`config.mk`:
```
export PLATFORM = sky130hd
export DESIGN_NAME = adcr_i2c_target
export DESIGN_NICKNAME = d
export VERILOG_FILES = /design/src/hw/adcr_pkg.sv /design/src/hw/adcr_fifo.sv /design/src/hw/adcr_i2c_target.sv
export SDC_FILE = /design/constraint.sdc
export NUM_CORES = 1
export LEC_CHECK = 0
export ABC_AREA = 1
export BUFFER_PORTS_ARGS = -buffer_cell sky130_fd_sc_hd__buf_4
export CAP_MARGIN = 30
export CORE_UTILIZATION = 64
export DETAILED_ROUTE_END_ITERATION = 7
export PLACE_DENSITY_LB_ADDON = 0.1
export SYNTH_ARGS = -nofsm -noshare
export SYNTH_HDL_FRONTEND = slang
export SYNTH_SLANG_ARGS = --single-unit
```
`constraint.sdc`:
```
create_clock -name mclk_i -period 3.3 [get_ports mclk_i]
set_input_delay 0.495 -clock mclk_i [delete_from_list [all_inputs] [get_ports mclk_i]]
set_output_delay 0.495 -clock mclk_i [all_outputs]
set_load 0.02 [all_outputs]
```
`src/hw/adcr_pkg.sv`:
```
// shared constants and types of the converter serial target
package adcr_pkg;
	localparam int             RES_W       = 10;          // conversion result width
	localparam int             FIFO_DEPTH  = 32;          // result buffer depth
	localparam logic [3:0]     ADDR_BITS   = 4'h8;        // bits in the address byte
	localparam logic [3:0]     BIT_LAST    = 4'h7;        // last bit index of a byte
	localparam logic [3:0]     HI_PAD      = 4'h0;        // leading zeros of the upper byte
	localparam logic [1:0]     LO_PAD      = 2'h0;        // don't-care tail of the lower byte
	localparam logic [3:0]     CNT_ZERO    = 4'h0;        // counter restart value
	localparam logic [3:0]     CNT_ONE     = 4'h1;        // counter step
	localparam logic [3:0]     PAD_BITS    = 4'h4;        // zero bits leading the upper byte
	localparam logic [3:0]     TAIL_FIRST  = 4'h6;        // first don't-care bit of the lower byte
	localparam logic [3:0]     DEV_CODE    = 4'h5;        // device code, value is arbitrary

	// one-hot link states
	typedef enum logic [4:0] {
		ST_IDLE = 5'h01,
		ST_ADDR = 5'h02,
		ST_AACK = 5'h04,
		ST_TXD  = 5'h08,
		ST_RACK = 5'h10
	} adcr_state_t;
endpackage : adcr_pkg

```
`src/hw/adcr_fifo.sv`:
```
// parameterised result buffer with valid and ready on both sides
`timescale 1ns/10ps
module adcr_fifo #(
	parameter int W = 10,
	parameter int D = 32
) (
	input  wire logic         mclk_i,       // system clock
	input  wire logic         srst_i,       // synchronous reset
	input  wire logic         flush_i,      // drop all stored words
	input  wire logic         in_valid_i,   // word offered
	output logic              in_ready_o,   // room for a word
	input  wire logic [W-1:0] in_data_i,    // word in
	output logic              out_valid_o,  // word available
	input  wire logic         out_ready_i,  // word taken
	output logic      [W-1:0] out_data_o    // oldest word
);
	localparam int AW = $clog2(D);

	logic [W-1:0] mem [D];
	logic [AW:0]  wr_ptr_reg;
	logic [AW:0]  rd_ptr_reg;
	logic         push;
	logic         pop;

	// full when pointers differ only in the wrap bit
	assign out_valid_o = (wr_ptr_reg != rd_ptr_reg);
	assign in_ready_o  = !((wr_ptr_reg[AW] != rd_ptr_reg[AW]) &&
		(wr_ptr_reg[AW-1:0] == rd_ptr_reg[AW-1:0]));
	assign push        = in_valid_i && in_ready_o && !flush_i;
	assign pop         = out_valid_o && out_ready_i && !flush_i;
	assign out_data_o  = mem[rd_ptr_reg[AW-1:0]];

	// storage has no reset, pointers alone define content
	always_ff @(posedge mclk_i) begin
		if (push) begin
			mem[wr_ptr_reg[AW-1:0]] <= in_data_i;
		end
	end

	// pointers; flush wins over traffic in the same cycle
	always_ff @(posedge mclk_i) begin
		if (srst_i || flush_i) begin
			wr_ptr_reg <= '0;
			rd_ptr_reg <= '0;
		end else begin
			if (push) begin
				wr_ptr_reg <= wr_ptr_reg + (AW+1)'(1);
			end
			if (pop) begin
				rd_ptr_reg <= rd_ptr_reg + (AW+1)'(1);
			end
		end
	end
endmodule : adcr_fifo

```
`src/hw/adcr_i2c_target.sv`:
```
// two-wire serial read target of a 10-bit converter
`timescale 1ns/10ps
module adcr_i2c_target (
	input  wire logic                        mclk_i,              // 100 MHz clock
	input  wire logic                        srst_i,              // sync reset, high
	input  wire logic                        scl_i,               // serial clock pin
	input  wire logic                        sda_i,               // data pin level
	output logic                             sda_o,               // data pin drive value
	output logic                             sda_oe_o,            // data pin pulled low
	input  wire logic                        address_select_bit2_i, // select strap
	input  wire logic                        address_select_bit1_i, // select strap
	input  wire logic                        address_select_bit0_i, // select strap
	output logic                             conv_start_o,        // sample and convert pulse
	input  wire logic                        conv_valid_i,        // converter result ready
	output logic                             conv_ready_o,        // buffer can take result
	input  wire logic [adcr_pkg::RES_W-1:0]  conv_data_i          // converter result
);
	adcr_pkg::adcr_state_t          state_reg;
	logic [2:0]                     scl_sync_reg;
	logic [2:0]                     sda_sync_reg;
	logic                           scl_f_reg;
	logic                           sda_f_reg;
	logic                           scl_q_reg;
	logic                           sda_q_reg;
	logic [2:0]                     sel_s1_reg;
	logic [2:0]                     sel_s2_reg;
	logic [2:0]                     sel_s3_reg;
	logic [2:0]                     sel_f_reg;
	logic [3:0]                     bitcnt_reg;
	logic [7:0]                     shift_reg;
	logic                           rw_reg;
	logic                           ack_reg;
	logic                           byte_lo_reg;
	logic [adcr_pkg::RES_W-1:0]     res_reg;
	logic [adcr_pkg::RES_W-1:0]     res_next;
	logic                           scl_rise;
	logic                           scl_fall;
	logic                           start_det;
	logic                           stop_det;
	logic                           addr_match;
	logic                           addr_done;
	logic                           pop;
	logic                           load_hi;
	logic                           load_lo;
	logic                           fifo_valid;
	logic [adcr_pkg::RES_W-1:0]     fifo_data;

	// three-stage pin sync; filtered level moves only when stages two and three agree
	always_ff @(posedge mclk_i) begin
		if (srst_i) begin
			scl_sync_reg <= 3'h7;
			sda_sync_reg <= 3'h7;
			scl_f_reg    <= 1'b1;
			sda_f_reg    <= 1'b1;
			scl_q_reg    <= 1'b1;
			sda_q_reg    <= 1'b1;
		end else begin
			scl_sync_reg <= {scl_sync_reg[1:0], scl_i};
			sda_sync_reg <= {sda_sync_reg[1:0], sda_i};
			if (scl_sync_reg[1] == scl_sync_reg[2]) begin
				scl_f_reg <= scl_sync_reg[2];
			end
			if (sda_sync_reg[1] == sda_sync_reg[2]) begin
				sda_f_reg <= sda_sync_reg[2];
			end
			scl_q_reg <= scl_f_reg;
			sda_q_reg <= sda_f_reg;
		end
	end

	// straps are pins as well; a change counts once stages two and three agree
	always_ff @(posedge mclk_i) begin
		if (srst_i) begin
			sel_s1_reg <= '0;
			sel_s2_reg <= '0;
			sel_s3_reg <= '0;
			sel_f_reg  <= '0;
		end else begin
			sel_s1_reg <= {address_select_bit2_i, address_select_bit1_i, address_select_bit0_i};
			sel_s2_reg <= sel_s1_reg;
			sel_s3_reg <= sel_s2_reg;
			if (sel_s2_reg == sel_s3_reg) begin
				sel_f_reg <= sel_s3_reg;
			end
		end
	end

	// bus events from the filtered levels
	assign scl_rise  = scl_f_reg && !scl_q_reg;
	assign scl_fall  = !scl_f_reg && scl_q_reg;
	assign start_det = scl_f_reg && scl_q_reg && sda_q_reg && !sda_f_reg;
	assign stop_det  = scl_f_reg && scl_q_reg && !sda_q_reg && sda_f_reg;

	// address compare against code and filtered straps
	assign addr_match = (shift_reg[7:4] == adcr_pkg::DEV_CODE) &&
		(shift_reg[3:1] == sel_f_reg);
	assign addr_done  = (state_reg == adcr_pkg::ST_ADDR) && scl_fall &&
		(bitcnt_reg == adcr_pkg::ADDR_BITS);

	// sampling starts on the edge ending the read bit or the lower byte's last bit
	assign conv_start_o = (addr_done && addr_match && shift_reg[0]) ||
		((state_reg == adcr_pkg::ST_TXD) && byte_lo_reg && scl_fall &&
		(bitcnt_reg == adcr_pkg::BIT_LAST));

	// a new result is taken as the upper byte is loaded
	assign load_hi = scl_fall && (((state_reg == adcr_pkg::ST_AACK) && rw_reg) ||
		((state_reg == adcr_pkg::ST_RACK) && ack_reg && byte_lo_reg));
	assign load_lo = scl_fall && (state_reg == adcr_pkg::ST_RACK) && ack_reg && !byte_lo_reg;
	assign pop      = load_hi;
	assign res_next = fifo_valid ? fifo_data : res_reg;

	// open drain: only ever pull low; zero bits and acks pull
	assign sda_o    = 1'b0;
	assign sda_oe_o = (state_reg == adcr_pkg::ST_AACK) ||
		((state_reg == adcr_pkg::ST_TXD) && !shift_reg[7]);

	// link state; stop beats start beats bit traffic
	always_ff @(posedge mclk_i) begin
		if (srst_i) begin
			state_reg <= adcr_pkg::ST_IDLE;
		end else if (stop_det) begin
			state_reg <= adcr_pkg::ST_IDLE;
		end else if (start_det) begin
			state_reg <= adcr_pkg::ST_ADDR;
		end else begin
			unique case (state_reg)
				adcr_pkg::ST_IDLE: begin
				end
				adcr_pkg::ST_ADDR: begin
					if (addr_done) begin
						state_reg <= addr_match ? adcr_pkg::ST_AACK : adcr_pkg::ST_IDLE;
					end
				end
				adcr_pkg::ST_AACK: begin
					if (scl_fall) begin
						state_reg <= rw_reg ? adcr_pkg::ST_TXD : adcr_pkg::ST_IDLE;
					end
				end
				adcr_pkg::ST_TXD: begin
					if (scl_fall && bitcnt_reg == adcr_pkg::BIT_LAST) begin
						state_reg <= adcr_pkg::ST_RACK;
					end
				end
				adcr_pkg::ST_RACK: begin
					if (scl_fall) begin
						state_reg <= ack_reg ? adcr_pkg::ST_TXD : adcr_pkg::ST_IDLE;
					end
				end
				default: state_reg <= adcr_pkg::ST_IDLE;
			endcase
		end
	end

	// bit counter: rising edges in address, falling edges in transmit
	always_ff @(posedge mclk_i) begin
		if (srst_i || start_det) begin
			bitcnt_reg <= adcr_pkg::CNT_ZERO;
		end else if (state_reg == adcr_pkg::ST_ADDR && scl_rise) begin
			bitcnt_reg <= bitcnt_reg + adcr_pkg::CNT_ONE;
		end else if (state_reg == adcr_pkg::ST_TXD && scl_fall) begin
			bitcnt_reg <= bitcnt_reg + adcr_pkg::CNT_ONE;
		end else if (load_hi || load_lo) begin
			bitcnt_reg <= adcr_pkg::CNT_ZERO;
		end
	end

	// shifter: in msb first on rise, out msb first on fall
	always_ff @(posedge mclk_i) begin
		if (srst_i) begin
			shift_reg <= 8'hFF;
		end else if (state_reg == adcr_pkg::ST_ADDR && scl_rise) begin
			shift_reg <= {shift_reg[6:0], sda_f_reg};
		end else if (load_hi) begin
			shift_reg <= {adcr_pkg::HI_PAD, res_next[9:6]};
		end else if (load_lo) begin
			shift_reg <= {res_reg[5:0], adcr_pkg::LO_PAD};
		end else if (state_reg == adcr_pkg::ST_TXD && scl_fall) begin
			shift_reg <= {shift_reg[6:0], 1'b1};                                   // released after last bit
		end
	end

	// direction, master ack and byte select
	always_ff @(posedge mclk_i) begin
		if (srst_i) begin
			rw_reg      <= 1'b0;
			ack_reg     <= 1'b0;
			byte_lo_reg <= 1'b0;
		end else begin
			if (addr_done) begin
				rw_reg <= shift_reg[0];
			end
			if (state_reg == adcr_pkg::ST_RACK && scl_rise) begin
				ack_reg <= !sda_f_reg;
			end
			if (load_hi) begin
				byte_lo_reg <= 1'b0;
			end else if (load_lo) begin
				byte_lo_reg <= 1'b1;
			end
		end
	end

	// whole result latched at once; empty buffer repeats the last result
	always_ff @(posedge mclk_i) begin
		if (srst_i) begin
			res_reg <= '0;
		end else if (pop) begin
			res_reg <= res_next;
		end
	end

	// flushed at each sample so only the fresh result is read
	adcr_fifo #(
		.W (adcr_pkg::RES_W),
		.D (adcr_pkg::FIFO_DEPTH)
	) u_fifo (
		.mclk_i      (mclk_i),
		.srst_i      (srst_i),
		.flush_i     (conv_start_o),
		.in_valid_i  (conv_valid_i),
		.in_ready_o  (conv_ready_o),
		.in_data_i   (conv_data_i),
		.out_valid_o (fifo_valid),
		.out_ready_i (pop),
		.out_data_o  (fifo_data)
	);

	// checks
	start_on_fall_a: assert property (@(posedge mclk_i) disable iff (srst_i)
		conv_start_o |-> scl_fall) else $error("conversion start off a falling edge");
	read_ack_low_a: assert property (@(posedge mclk_i) disable iff (srst_i)
		(addr_done && addr_match && shift_reg[0] && !stop_det && !start_det)
		|=> sda_oe_o && conv_start_o == 1'b0) else $error("read address not acknowledged");
	idle_released_a: assert property (@(posedge mclk_i) disable iff (srst_i)
		state_reg == adcr_pkg::ST_IDLE |-> !sda_oe_o) else $error("idle target pulls data");
	hi_zero_pad_a: assert property (@(posedge mclk_i) disable iff (srst_i)
		(state_reg == adcr_pkg::ST_TXD && !byte_lo_reg && bitcnt_reg < adcr_pkg::PAD_BITS)
		|-> sda_oe_o) else $error("upper byte pad bit not zero");
	lo_tail_a: assert property (@(posedge mclk_i) disable iff (srst_i)
		(state_reg == adcr_pkg::ST_TXD && byte_lo_reg && bitcnt_reg >= adcr_pkg::TAIL_FIRST)
		|-> sda_oe_o) else $error("lower byte tail not driven zero");
	poll_release_a: assert property (@(posedge mclk_i) disable iff (srst_i)
		(state_reg == adcr_pkg::ST_AACK && !rw_reg && scl_fall && !stop_det && !start_det)
		|=> state_reg == adcr_pkg::ST_IDLE && !sda_oe_o) else $error("poll did not release");
	addr_miss_a: assert property (@(posedge mclk_i) disable iff (srst_i)
		(addr_done && !addr_match && !stop_det && !start_det)
		|=> state_reg == adcr_pkg::ST_IDLE [*2]) else $error("foreign address answered");
	cont_sample_a: assert property (@(posedge mclk_i) disable iff (srst_i)
		(state_reg == adcr_pkg::ST_TXD && byte_lo_reg && scl_fall &&
		bitcnt_reg == adcr_pkg::BIT_LAST) |-> conv_start_o) else $error("no continuous sample");
	cont_next_a: assert property (@(posedge mclk_i) disable iff (srst_i)
		(state_reg == adcr_pkg::ST_RACK && byte_lo_reg && ack_reg && scl_fall && !stop_det &&
		!start_det) |=> state_reg == adcr_pkg::ST_TXD && !byte_lo_reg) else $error("no repeat");
	result_held_a: assert property (@(posedge mclk_i) disable iff (srst_i)
		(state_reg == adcr_pkg::ST_TXD && !load_hi) |=> $stable(res_reg))
		else $error("result changed mid transfer");
	read_cv: cover property (@(posedge mclk_i) disable iff (srst_i)
		state_reg == adcr_pkg::ST_RACK && byte_lo_reg && !ack_reg && scl_fall);
	cont_cv: cover property (@(posedge mclk_i) disable iff (srst_i)
		load_hi && state_reg == adcr_pkg::ST_RACK);
	poll_cv: cover property (@(posedge mclk_i) disable iff (srst_i)
		state_reg == adcr_pkg::ST_AACK && !rw_reg && scl_fall);
endmodule : adcr_i2c_target

```
* Yosys cells after proc, flatten, opt, wreduce, memory -nomap -nowiden
Memories as Yosys holds them, arrays and structs flattened. A register that Yosys moved wholly into a read port is not among the register bits.
Cells that the tools add are included.
** Word-level totals
- Flip-flop bits (word level) :: 64
- RAM bits :: 320
- Input bits :: 18
- Output and inout port bits :: 4
- Logic and storage cells :: 125
- Memories kept :: 1
** Memory list
- u_fifo.mem :: depth 32, width 10, rd ports 1, clocked after memory_dff 1, write ports 1, RTL line adcr_fifo.sv:19 : logic [W-1:0] mem [D];
** Cells by class
- $add $sub $neg :: 3
- Eq/ne operators :: 24
- Muxes and demuxes :: 21
- Bitwise logic cells :: 1
- Reductions and logical operators :: 54
** Operators by type and width (number)
- logical AND 1 bit :: 32
- two-way mux 8 bit :: 4
- two-way mux 5 bit :: 6
- one-hot mux 5 bit (5 select lines) :: 1
- two-way mux 4 bit :: 5
- adder 6 x 1 -> 6 bit (second input constant) :: 2
- two-way mux 10 bit :: 1
- AND reduction 5 bit :: 2
- inequality test 3 bit (second input constant) :: 3
- == test 4 x 3 -> 1 bit (second input constant) :: 2
- logical NOT 1 bit :: 8
- inequality test 2 bit (second input constant) :: 4
- == test 3 bit :: 2
- logical OR 1 bit :: 6
- inequality test 6 bit :: 1
- == test 5 x 1 -> 1 bit (second input constant) :: 1
- == test 5 x 2 -> 1 bit (second input constant) :: 1
- == test 5 x 3 -> 1 bit (second input constant) :: 1
- == test 5 x 4 -> 1 bit (second input constant) :: 1
- == test 5 bit :: 1
- == test 5 bit (second input constant) :: 1
- adder 4 x 1 -> 4 bit (second input constant) :: 1
- == test 4 bit (second input constant) :: 1
- nonzero test 4 bit :: 1
- other kinds (12) :: 15

* Logic depth before layout (Yosys ltp)
Gate-level depths: netlist of the first run.
- Depth after elaboration :: 11
- Gate-level depth with buffers :: 13
- Gate-level depth less buffers :: 13

* By module
From an unflattened synthesis of the first run, not the netlist that was laid out.
** Second synthesis, totals
- Cells, all modules :: 1583
- Area total of the unflattened synthesis :: 16464.5 um^2
** By module, submodules not included
- adcr_fifo :: instances 1, cells each 1233, area each 13939.6 um^2, sequential area each 9949.5 um^2
- adcr_i2c_target :: instances 1, cells each 350, area each 2524.9 um^2, sequential area each 1041.0 um^2

* Worst setup path after synthesis of the first run
Ideal clock, no wire load.
- Path kind :: register -> register
- Start :: register u_fifo.wr_ptr_reg[1]
- End :: memory u_fifo.mem[23][0], enable pin
- Library setup time :: 0.390 ns
- Data arrival time :: 2.022 ns
- Data required time :: 2.910 ns
- Setup slack :: 0.888 ns
- Stages on the path, launching flop included :: 10
- Path buffers :: 0
- Clock period less this slack :: 2.412 ns
- Cells stage by stage :: dfxtp_1 -> xor2_1 -> nor2_1 -> nand2_2 -> nor2_1 -> nand2_1 -> nand2_1 -> nor2_2 -> inv_2 -> nor3_1
** On the way
- Word-level cells in the longest chain between the ends :: 7
** Ends and longest elaborated chain
- start, declared :: RTL line adcr_fifo.sv:20 : logic [AW:0] wr_ptr_reg;
- start signal, assigned :: RTL line adcr_fifo.sv:47 : wr_ptr_reg <= wr_ptr_reg + (AW+1)'(1);
- == test 5 bit :: RTL line adcr_fifo.sv:28 : (wr_ptr_reg[AW-1:0] == rd_ptr_reg[AW-1:0]));
- logical AND 1 bit :: RTL line adcr_fifo.sv:27 : assign in_ready_o = !((wr_ptr_reg[AW] != rd_ptr_reg[AW]) &&
- logical NOT 1 bit :: RTL line adcr_fifo.sv:27
- net conv_ready_o :: RTL line adcr_i2c_target.sv:15 : output logic conv_ready_o,
- logical AND 1 bit (2 in a row) :: RTL line adcr_fifo.sv:29 : assign push = in_valid_i && in_ready_o && !flush_i;
- two-way mux 1 bit :: RTL line adcr_fifo.sv:35 : if (push) begin
- two-way mux 1 bit (not written as such) :: RTL line adcr_fifo.sv:36 : mem[wr_ptr_reg[AW-1:0]] <= in_data_i;
- end, declared :: RTL line adcr_fifo.sv:19
The timed path passes the listed nets, and every way through them passes these cells.

* Worst setup path in the final report of the first run
- Start :: register u_fifo.wr_ptr_reg[2]
- End :: memory u_fifo.mem[5][0], enable pin
** On the way
- Word-level cells in the longest chain between the ends :: 7
** Ends and longest elaborated chain (RTL line)
- == test 5 bit :: adcr_fifo.sv:28
- logical AND 1 bit :: adcr_fifo.sv:27
- logical NOT 1 bit :: adcr_fifo.sv:27
- logical AND 1 bit (2 in a row) :: adcr_fifo.sv:29
- two-way mux 1 bit :: adcr_fifo.sv:35
- two-way mux 1 bit (not written as such) :: adcr_fifo.sv:36
Several ways; a longest one is shown, not always the timed one.

==> out/metrics.yaml, run 1 <==
grt:
  antenna_found_initial: 0
  grt_max_degree: 186
  overflow: 0
  grt_use_total_pct: 31.1
  grt_pass1_vias: 10625
  grt_pass1_wl_mm: 60.4
final_layout:
  area_growth_pct: 11.2
  drive_gt1_share_pct: 10.5
  final_cell_count_no_fill: 1863
  largest_reg_flops: 320
  diodes: 0
  final_util_pct: 73.3
  nets: 1536
cts:
  ctsResizeCount: 0
  root_buffer: "clkbuf_16"
  cts_tree: "built"
  post_cts_buffers: 0
  postCtsHoldBufs: 0
  cts.sink_count: 389
  cts_buffers: 39
  clk_pin_slew_ns: 0.06
  htreeDepth: 2
  clock_path_buffers: 3
  clock_latency_ns: 0.53
run:
  cap_violations: 0
synthesis:
  synth_cell_types: 42
  ys_warn_count: 0
  syn_area_sq_um: 16200
  seq_area_frac_synth_pct: 68.0
  synth_fp_nets: 1510
  syn_inst: 1485
  synth-edff-count: 320
  avgSynthCellArea_sq_um: 10.9
  ys.flop_type: "edfxtp_1"
  async_reset_ff_share_pct: 0
  ys_seq_elements: 389
power:
  power_leakage_nw: 6.46
  pwr_density_cell_nw_per_um2: 557
  ir_drop_mv: 0.496
sta:
  maxSlewHeadroom_pct: 47.4
  hold_slack_ns: 0.153
  fmax_mhz: 368
  setup_violations: 0
  tightest_slew_ns: 0.788
  post-route-min-period_ns: 2.71
  slew_viol_final: 0
  finalHoldViolCount: 0
  finClkSkew_ns: 0.0190
  fin_tns_setup_ns: 0
  setup_ws_ns: 0.586
  rsz0062_at_grt: "false"
  fin_crit_sh_pct: 82.2
detailed_routing:
  dr.pass1.iters: 6
  wl_per_cell_microns: 20.8
  drc_errors: 0
  totalWireLength_mm: 38.7
  vias_per_cell: 5.96
  drt-initial-drc-count: 1379
  vias: 11109
  ant_nets: 0
critical_path:
  worstPathMaxFanout: 10
  crit_path_frequent_cell: "nand2_1"
  cp_cell_sequence: "inv_2 -> nand2_1 -> a21oi_2 -> nand2_2 -> nor2_1 -> nand2_1 -> nand2_1 -> nor2_2 -> buf_4 -> nand2_2 -> nor2_1 -> buf_4"
  crit_path_start_kind: "register"
  crit_required_ns: 3.53
  slowest_stage: "dfxtp_1"
  slowest_delay_ns: 0.54
  arrival_ns: 2.94
  crit_type: "register to register"
  cp-end-kind: "register"
die:
  start_util_pct: 65.9
  die_width_microns: 161
  io_pins: 22
  core-area_sq_um: 24500
  rows: 57
  dieHeight_microns: 161
  dieArea_sq_um: 25900
place:
  detailed_place_hpwl_mm: 23.2
  dpl.cell_count: 1794
  port_buffers: 20
  place_congestion: 0.926
  pre_cts_ws_ns: 0.678
min_path:
  hold_class: "input port to register"
status:
  status: "completed"
==> worst max-delay path: cells and delay by family (launching register included) <==
family / cells / cell delay, ns
buffers and inverters: 3 / 0.57
and+or+nand+nor: 8 / 1.26
AOI/OAI and AO/OA: 1 / 0.06
DFF: 1 / 0.54
==> power by group <==
group	leakage (nW)	switching [W]	total, W	internal (W)
sequential	3.44	0.0000143	0.00535	0.00534
combinational	2.40	0.000184	0.000231	0.0000476
clock	0.616	0.00175	0.00443	0.00268
total	6.46	0.00194	0.0100	0.00807
==> routing by layer <==
metal  routed length (microns)  GRT usage, %  vias to the layer above
li1                          -             -                     5202
met1                     16100          44.9                     5262
met2                     17800          47.7                      546
met3                      3590          5.76                       99
met4                      1250          10.7                        0
met5                         0             0                        -
==> stage by stage <==
step / power (W) / cell area (sq um)
CTS: 0.0100 / 18000
floorplan: 0.00554 / 16200
global placement: 0.00568 / 16700
global route: 0.0103 / 18000
finish: 0.0100 / 18000
detailed placement: 0.00569 / 16700
==> logic make-up after synthesis <==
family / count (synthesis) / share of synthesized area (%)
flops: 389 / 68.0
simple gates: 634 / 16.9
other cells: 1 / 0.0232
compound gates: 263 / 9.07
buf+inv: 181 / 4.95
xor+xnor: 10 / 0.542
fa+ha+maj: 7 / 0.542
==> cell usage after synthesis, types with 2 or more instances <==
cell type  instances  area [sq um]
nand4_1            3          18.8
clkbuf_1          36           135
a211oi_1           2          15.0
xor2_1             7          61.3
xnor2_1            3          26.3
dfxtp_1           69          1380
buf_6              8          90.1
nor2_1           241           905
nand2_1          201           754
o21ai_2            2          17.5
a21oi_1           61           305
o21ai_1           20           100
or2_2              6          37.5
nand3_1          152           761
nand4_2            3          37.5
o21ai_0          125           626
nor3_1             8          40.0
o211ai_1          46           345
buf_2             25           125
inv_2             12          45.0
buf_4              8          60.1
inv_1             90           338
nor2_2             2          12.5
ha_1               7          87.6
nand2_2            8          50.1
edfxtp_1         320          9610
a21oi_2            2          17.5
nor2_4             4          45.0
==> area by class of cell <==
| cell class | instances | area (sq um) |
|---|---|---|
| well taps | 324 | 405 |
| flip-flops and latches | 389 | 11000 |
| clock buffers | 53 | 1080 |
| fillers | 1749 | 6560 |
| clock inverters | 16 | 201 |
| inverters | 103 | 389 |
| repair buffers | 63 | 523 |
| multi-input cells | 915 | 4380 |
==> path summary, 6_finish.rpt <==
| path | start | endpoint | slack (ns) | depth (start not counted) |
|---|---|---|---|---|
| max | u_fifo.wr_ptr_reg[2] | u_fifo.mem[5][0] | 0.59 | 12 |
| min | scl_i | scl_sync_reg[0] | 0.15 | 2 |
| max reg2reg | u_fifo.wr_ptr_reg[2] | u_fifo.mem[5][0] | 0.59 | 12 |
| min reg2reg | sel_s1_reg[0] | sel_s2_reg[0] | 0.41 | 2 |
==> placed cells by master (no fill, tap or decap), types with 2 or more instances in the layout <==
cell type and n:
inv_2 11, nand4_2 3, o21ai_2 2, o21ai_1 20
nor2_1 241, or2_2 6, clkinv_2 3, o21ai_0 125
nor2_4 4, inv_1 90, nor2_2 2, clkinv_1 6
xnor2_1 3, nand3_1 152, nand4_1 3, dfxtp_1 67
bufinv_16 5, nor3_1 8, o211ai_1 46, clkbuf_1 11
buf_12 4, buf_4 59, nand2_1 201, ha_1 7
xor2_1 7, clkinvlp_2 2, nand2_2 8, clkbuf_16 41
a21oi_2 2, a211oi_1 2, edfxtp_1 320, a21oi_1 61
Power figures use the tool's default switching activity.
==> run 2, diff against run 1 <==
Settings changed: CORE_UTILIZATION 64 to 57.
Clock period 3.3 ns to 2.49 ns, I/O delays scaled along.
==> run 2 against run 1 <==
  * The flow now finishes with violations (negative setup slack)
  * Combinational power increased by 44%
  * Hold slack got worse by 0.13 ns
  * Sequential share of layout area decreased by 0.41 points
  * Sequential power increased by 33%
  * Register-to-register slack worse by 0.60 ns
  * Critical path type unchanged
  * Critical endpoint is now u_fifo.mem[25][2]
==> out/metrics.yaml, run 2 (same netlist as run 1, synthesis figures left out) <==
power:
  pwr_density_cell_nw_per_um2: 719
  pwr-share-comb_pct: 2.6
  p_clk_share_pct: 43.0
  ir_drop_mv: 0.752
  power_w: 0.0130
  p_sw_share_pct: 20.2
  intPower_w: 0.0104
  p_seq_share_pct: 54.5
  p_switching_w: 0.00263
  power_leakage_nw: 6.43
die:
  die_width_microns: 170
  rows: 61
  dieHeight_microns: 170
  start_util_pct: 58.1
  core-area_sq_um: 27900
  dieArea_sq_um: 29000
  io_pins: 22
detailed_routing:
  vias_per_cell: 5.80
  met2WireLength_mm: 18.3
  top_layer: "met5"
  vias: 11110
  wl_met3_mm: 3.54
  wl_met1_mm: 17.3
  dr.pass1.iters: 5
  totalWireLength_mm: 39.9
  wl_per_cell_microns: 20.8
  drc_errors: 0
  drt-initial-drc-count: 1152
  ant_nets: 0
critical_path:
  slowest_stage: "nor2_1"
  reg2reg_from: "bitcnt_reg[0]"
  crit_path_start_kind: "register"
  crit_type: "register to register"
  critical_path.top_delay_family: "simple AND/OR/NAND/NOR gates"
  r2r-end: "u_fifo.mem[25][2]"
  rr_worst_depth: 9
  arrival_ns: 2.65
  slowest_delay_ns: 0.73
  cp-end-kind: "register"
  rrSetupSlack_ns: -0.01
  worstPathMaxFanout: 10
  cp_cell_sequence: "buf_4 -> ha_1 -> inv_1 -> nor4_2 -> nand3_1 -> o21ai_2 -> nor2_2 -> nand2_2 -> nor2_1"
  path_buf_inv: 2
  crit_required_ns: 2.64
place:
  port_buffers: 20
  dpl.cell_count: 1846
  detailed_place_hpwl_mm: 25.0
  place_congestion: 0.921
  pre_cts_ws_ns: -0.0989
grt:
  grt_pass1_vias: 10298
  grt_pass1_wl_mm: 60.1
  overflow: 0
  antenna_found_initial: 1
  grt_max_degree: 86
  grt_use_total_pct: 28.2
sta:
  hold_slack_ns: 0.0274
  fin_tns_setup_ns: -0.207
  setup_violations: 20
  setup_ws_ns: -0.0130
  post-route-min-period_ns: 2.50
  tightest_slew_ns: 0.860
  rsz0062_at_grt: "true"
  slew_viol_final: 0
  finClkSkew_ns: 0.0146
  finalHoldViolCount: 0
  fin_crit_sh_pct: 101
  maxSlewHeadroom_pct: 42.5
  fmax_mhz: 400
cts:
  cts.sink_count: 389
  cts_tree: "built"
  ctsResizeCount: 16
  clock_latency_ns: 0.53
  postCtsHoldBufs: 0
  cts_buffers: 39
  clk_pin_slew_ns: 0.06
  htreeDepth: 2
  clock_path_buffers: 3
  post_cts_buffers: 0
  root_buffer: "clkbuf_16"
min_path:
  hold_class: "input port to register"
  min-delay-start: "scl_i"
  hold_path_depth: 2
  hold_end: "scl_sync_reg[0]"
final_layout:
  final_cell_count_no_fill: 1916
  fillers: 2212
  diodes: 0
  seqCellArea_sq_um: 11000
  final_common_cell: "edfxtp_1"
  nets: 1534
  largest_reg_flops: 320
  multi_input_area_sq_um: 4470
  drive_gt1_share_pct: 11.6
  area_growth_pct: 11.9
  final_cell_mix: "edfxtp_1, nor2_1, nand2_1"
status:
  status: "finished with violations"
  violations: "negative setup slack"
run:
  cap_violations: 0
-- run 2: changes by cell type in the layout (fill, tap and decap cells not counted), sizes merged --
| cell | previous run | this run |
|---|---|---|
| buf | 63 | 61 |
| clkinvlp | 3 | 0 |
| inv | 102 | 105 |
| clkinv | 9 | 13 |
| bufinv | 5 | 2 |
-- run 2: worst max-delay path by stage --
stage,cells past startpoint,to,startpoint,slack (ns)
finish,9,u_fifo.mem[25][2],bitcnt_reg[0],-0.01
global route,9,u_fifo.mem[25][1],bitcnt_reg[1],-0.22
CTS,9,u_fifo.mem[1][7],bitcnt_reg[0],-0.03
detailed placement,11,u_fifo.mem[4][7],bitcnt_reg[0],-0.1
global placement,11,u_fifo.mem[4][4],bitcnt_reg[0],-0.03
floorplan,9,u_fifo.mem[23][0],u_fifo.wr_ptr_reg[1],0.08
-- run 2: layout make-up --
cell class                 instances  area share (%)
clock inverter                    17           0.774
sequential                       389            60.8
timing repair buffer              61            3.08
multi-input combinational        915            24.7
clock buffer                      53            5.93
tap                              378            2.61
inverter                         103            2.15
-- run 2: power groups by stage --
stage	Sequential, W	Combinational [W]	Clock (W)
finish	0.00709	0.000332	0.00559
global route	0.00709	0.000354	0.00592
CTS	0.00709	0.000328	0.00565
detailed placement	0.00723	0.000323	0
global placement	0.00723	0.000320	0
floorplan	0.00723	0.000114	0
-- run 2: stage by stage --
stage	utilization, %	area [sq um]
floorplan	-	16200
global placement	60.3	16800
detailed placement	60.3	16800
CTS	64.8	18000
global route	65.0	18100
finish	65.0	18100
-- run 2: layer usage --
layer / global-route usage [%] / up-vias
met5: 0 / -
met4: 8.34 / 2
met3: 5.35 / 56
met2: 43.7 / 469
met1: 40.7 / 5381
li1: - / 5202
-- run 2: worst register-to-register path, delay by kind of cell, from the launching register on --
| kind | cells | cell delay (ns) |
|---|---|---|
| buffers and inverters | 2 | 0.23 |
| AND/OR/NAND/NOR | 5 | 1.27 |
| AO/OA/AOI/OAI | 1 | 0.10 |
| flip-flops | 1 | 0.31 |
| adder cells (fa/ha/maj) | 1 | 0.20 |
==> run 3, diff against run 2 <==
Settings changed: CTS_CLUSTER_DIAMETER from default to 120, SETUP_SLACK_MARGIN from default to 0.02.
==> run 3 against run 2 <==
  * The flow still finishes with violations (negative setup slack)
  * Clock skew down 0.0038 ns
  * Register-to-register slack worse by 0.03 ns
  * Cell count is the same
  * Critical endpoint is now u_fifo.mem[1][9]
==> out/metrics.yaml, run 3 (same netlist as run 1, synthesis figures left out) <==
grt:
  antenna_found_initial: 1
  grt_pass1_wl_mm: 60.1
  grt_use_total_pct: 28.2
  overflow: 0
  grt_pass1_vias: 10298
  grt_max_degree: 86
detailed_routing:
  wl_per_cell_microns: 20.9
  drc_errors: 0
  wl_met3_mm: 3.44
  vias_per_cell: 5.79
  met2WireLength_mm: 18.3
  totalWireLength_mm: 40.0
  wl_met1_mm: 17.4
  top_layer: "met5"
  vias: 11090
  dr.pass1.iters: 5
  drt-initial-drc-count: 1178
  ant_nets: 0
status:
  status: "finished with violations"
  violations: "negative setup slack"
cts:
  cts_buffers: 39
  clk_pin_slew_ns: 0.06
  cts_tree: "built"
  htreeDepth: 2
  postCtsHoldBufs: 0
  clock_path_buffers: 3
  post_cts_buffers: 0
  clock_latency_ns: 0.53
  root_buffer: "clkbuf_16"
  cts.sink_count: 389
final_layout:
  largest_reg_flops: 320
  final_cell_mix: "edfxtp_1, nor2_1, nand2_1"
  nets: 1534
  final_common_cell: "edfxtp_1"
  diodes: 0
  fillers: 2211
  drive_gt1_share_pct: 11.6
  final_util_pct: 65.0
  area_growth_pct: 12.0
sta:
  fmax_mhz: 395
  rsz0062_at_grt: "true"
  tightest_slew_ns: 0.867
  setup_ws_ns: -0.0395
  setup_violations: 20
  fin_crit_sh_pct: 102
  maxSlewHeadroom_pct: 42.0
  slew_viol_final: 0
  finClkSkew_ns: 0.0108
  finalHoldViolCount: 0
  post-route-min-period_ns: 2.53
die:
  core-area_sq_um: 27900
  die_width_microns: 170
  rows: 61
  dieArea_sq_um: 29000
  io_pins: 22
  dieHeight_microns: 170
  start_util_pct: 58.1
power:
  power_w: 0.0130
  ir_drop_mv: 0.754
  power_leakage_nw: 6.43
  pwr_density_cell_nw_per_um2: 719
run:
  cap_violations: 0
critical_path:
  crit_type: "register to register"
  slowest_stage: "nor2_1"
  arrival_ns: 2.68
  cp_cell_sequence: "buf_4 -> ha_1 -> inv_1 -> nor4_2 -> nand3_1 -> o21ai_2 -> nor2_2 -> nand2_2 -> nor2_1"
  crit_path_start_kind: "register"
  crit_required_ns: 2.64
  worstPathMaxFanout: 10
  rrSetupSlack_ns: -0.04
  cp-end-kind: "register"
  slowest_delay_ns: 0.75
place:
  pre_cts_ws_ns: -0.0989
  detailed_place_hpwl_mm: 25.0
  place_congestion: 0.921
  port_buffers: 20
min_path:
  hold_class: "input port to register"
run 3: changes by cell type in the layout (fill, tap and decap cells not counted):
cell,before,now
nor2_2,13,11
nor2_4,12,14
run 3: timing repair:
item                       4_1_cts  5_1_grt
setup endpoints to repair      190      221
pin swaps                        0        0
gates resized for setup         17       12
run 3: layer usage:
metal  vias to the layer above  GRT usage [%]
met1                      5366           40.7
met5                         -              0
met4                         2           8.34
li1                       5200              -
met2                       460           43.7
met3                        62           5.35
run 3: where the power goes:
group | internal (W) | switching [W]
Sequential | 0.00708 | 0.0000146
Clock | 0.00323 | 0.00236
Combinational | 0.0000812 | 0.000253
run 3: layout make-up:
type / instances / area, sq um / area share (%)
well taps: 378 / 473 / 2.61
clock buffers: 53 / 1070 / 5.92
inverters: 103 / 389 / 2.15
repair buffers: 61 / 558 / 3.08
multi-input cells: 915 / 4480 / 24.7
flip-flops and latches: 389 / 11000 / 60.7
clock inverters: 17 / 140 / 0.774
run 3: per-stage QoR:
stage | instance area, sq um | setup TNS [ns] | instances | hold WS, ns
finish | 18100 | -0.624 | 1916 | 0.0302
CTS | 18100 | -0.454 | 1916 | 0.0140
global placement | 16800 | -0.299 | 1846 | 0.390
floorplan | 16200 | 0 | 1485 | 0.388
detailed placement | 16800 | -3.58 | 1846 | 0.395
global route | 18100 | -11.81 | 1916 | 0.0166
run 3: final timing paths:
kind	startpoint	to	cells after the start
worst max-delay path	bitcnt_reg[0]	u_fifo.mem[1][9]	9
worst min-delay path	scl_i	scl_sync_reg[0]	2
worst min register to register	sel_s1_reg[1]	sel_s2_reg[1]	2
worst max register to register	bitcnt_reg[0]	u_fifo.mem[1][9]	9
run 3: worst max-delay path, delay by kind of cell (launching register included):
family                   cells  cell delay [ns]
AND/OR/NAND/NOR              5             1.31
flip-flops                   1             0.31
buffers and inverters        2             0.23
AO/OA/AOI/OAI                1             0.10
adder cells (fa/ha/maj)      1             0.20
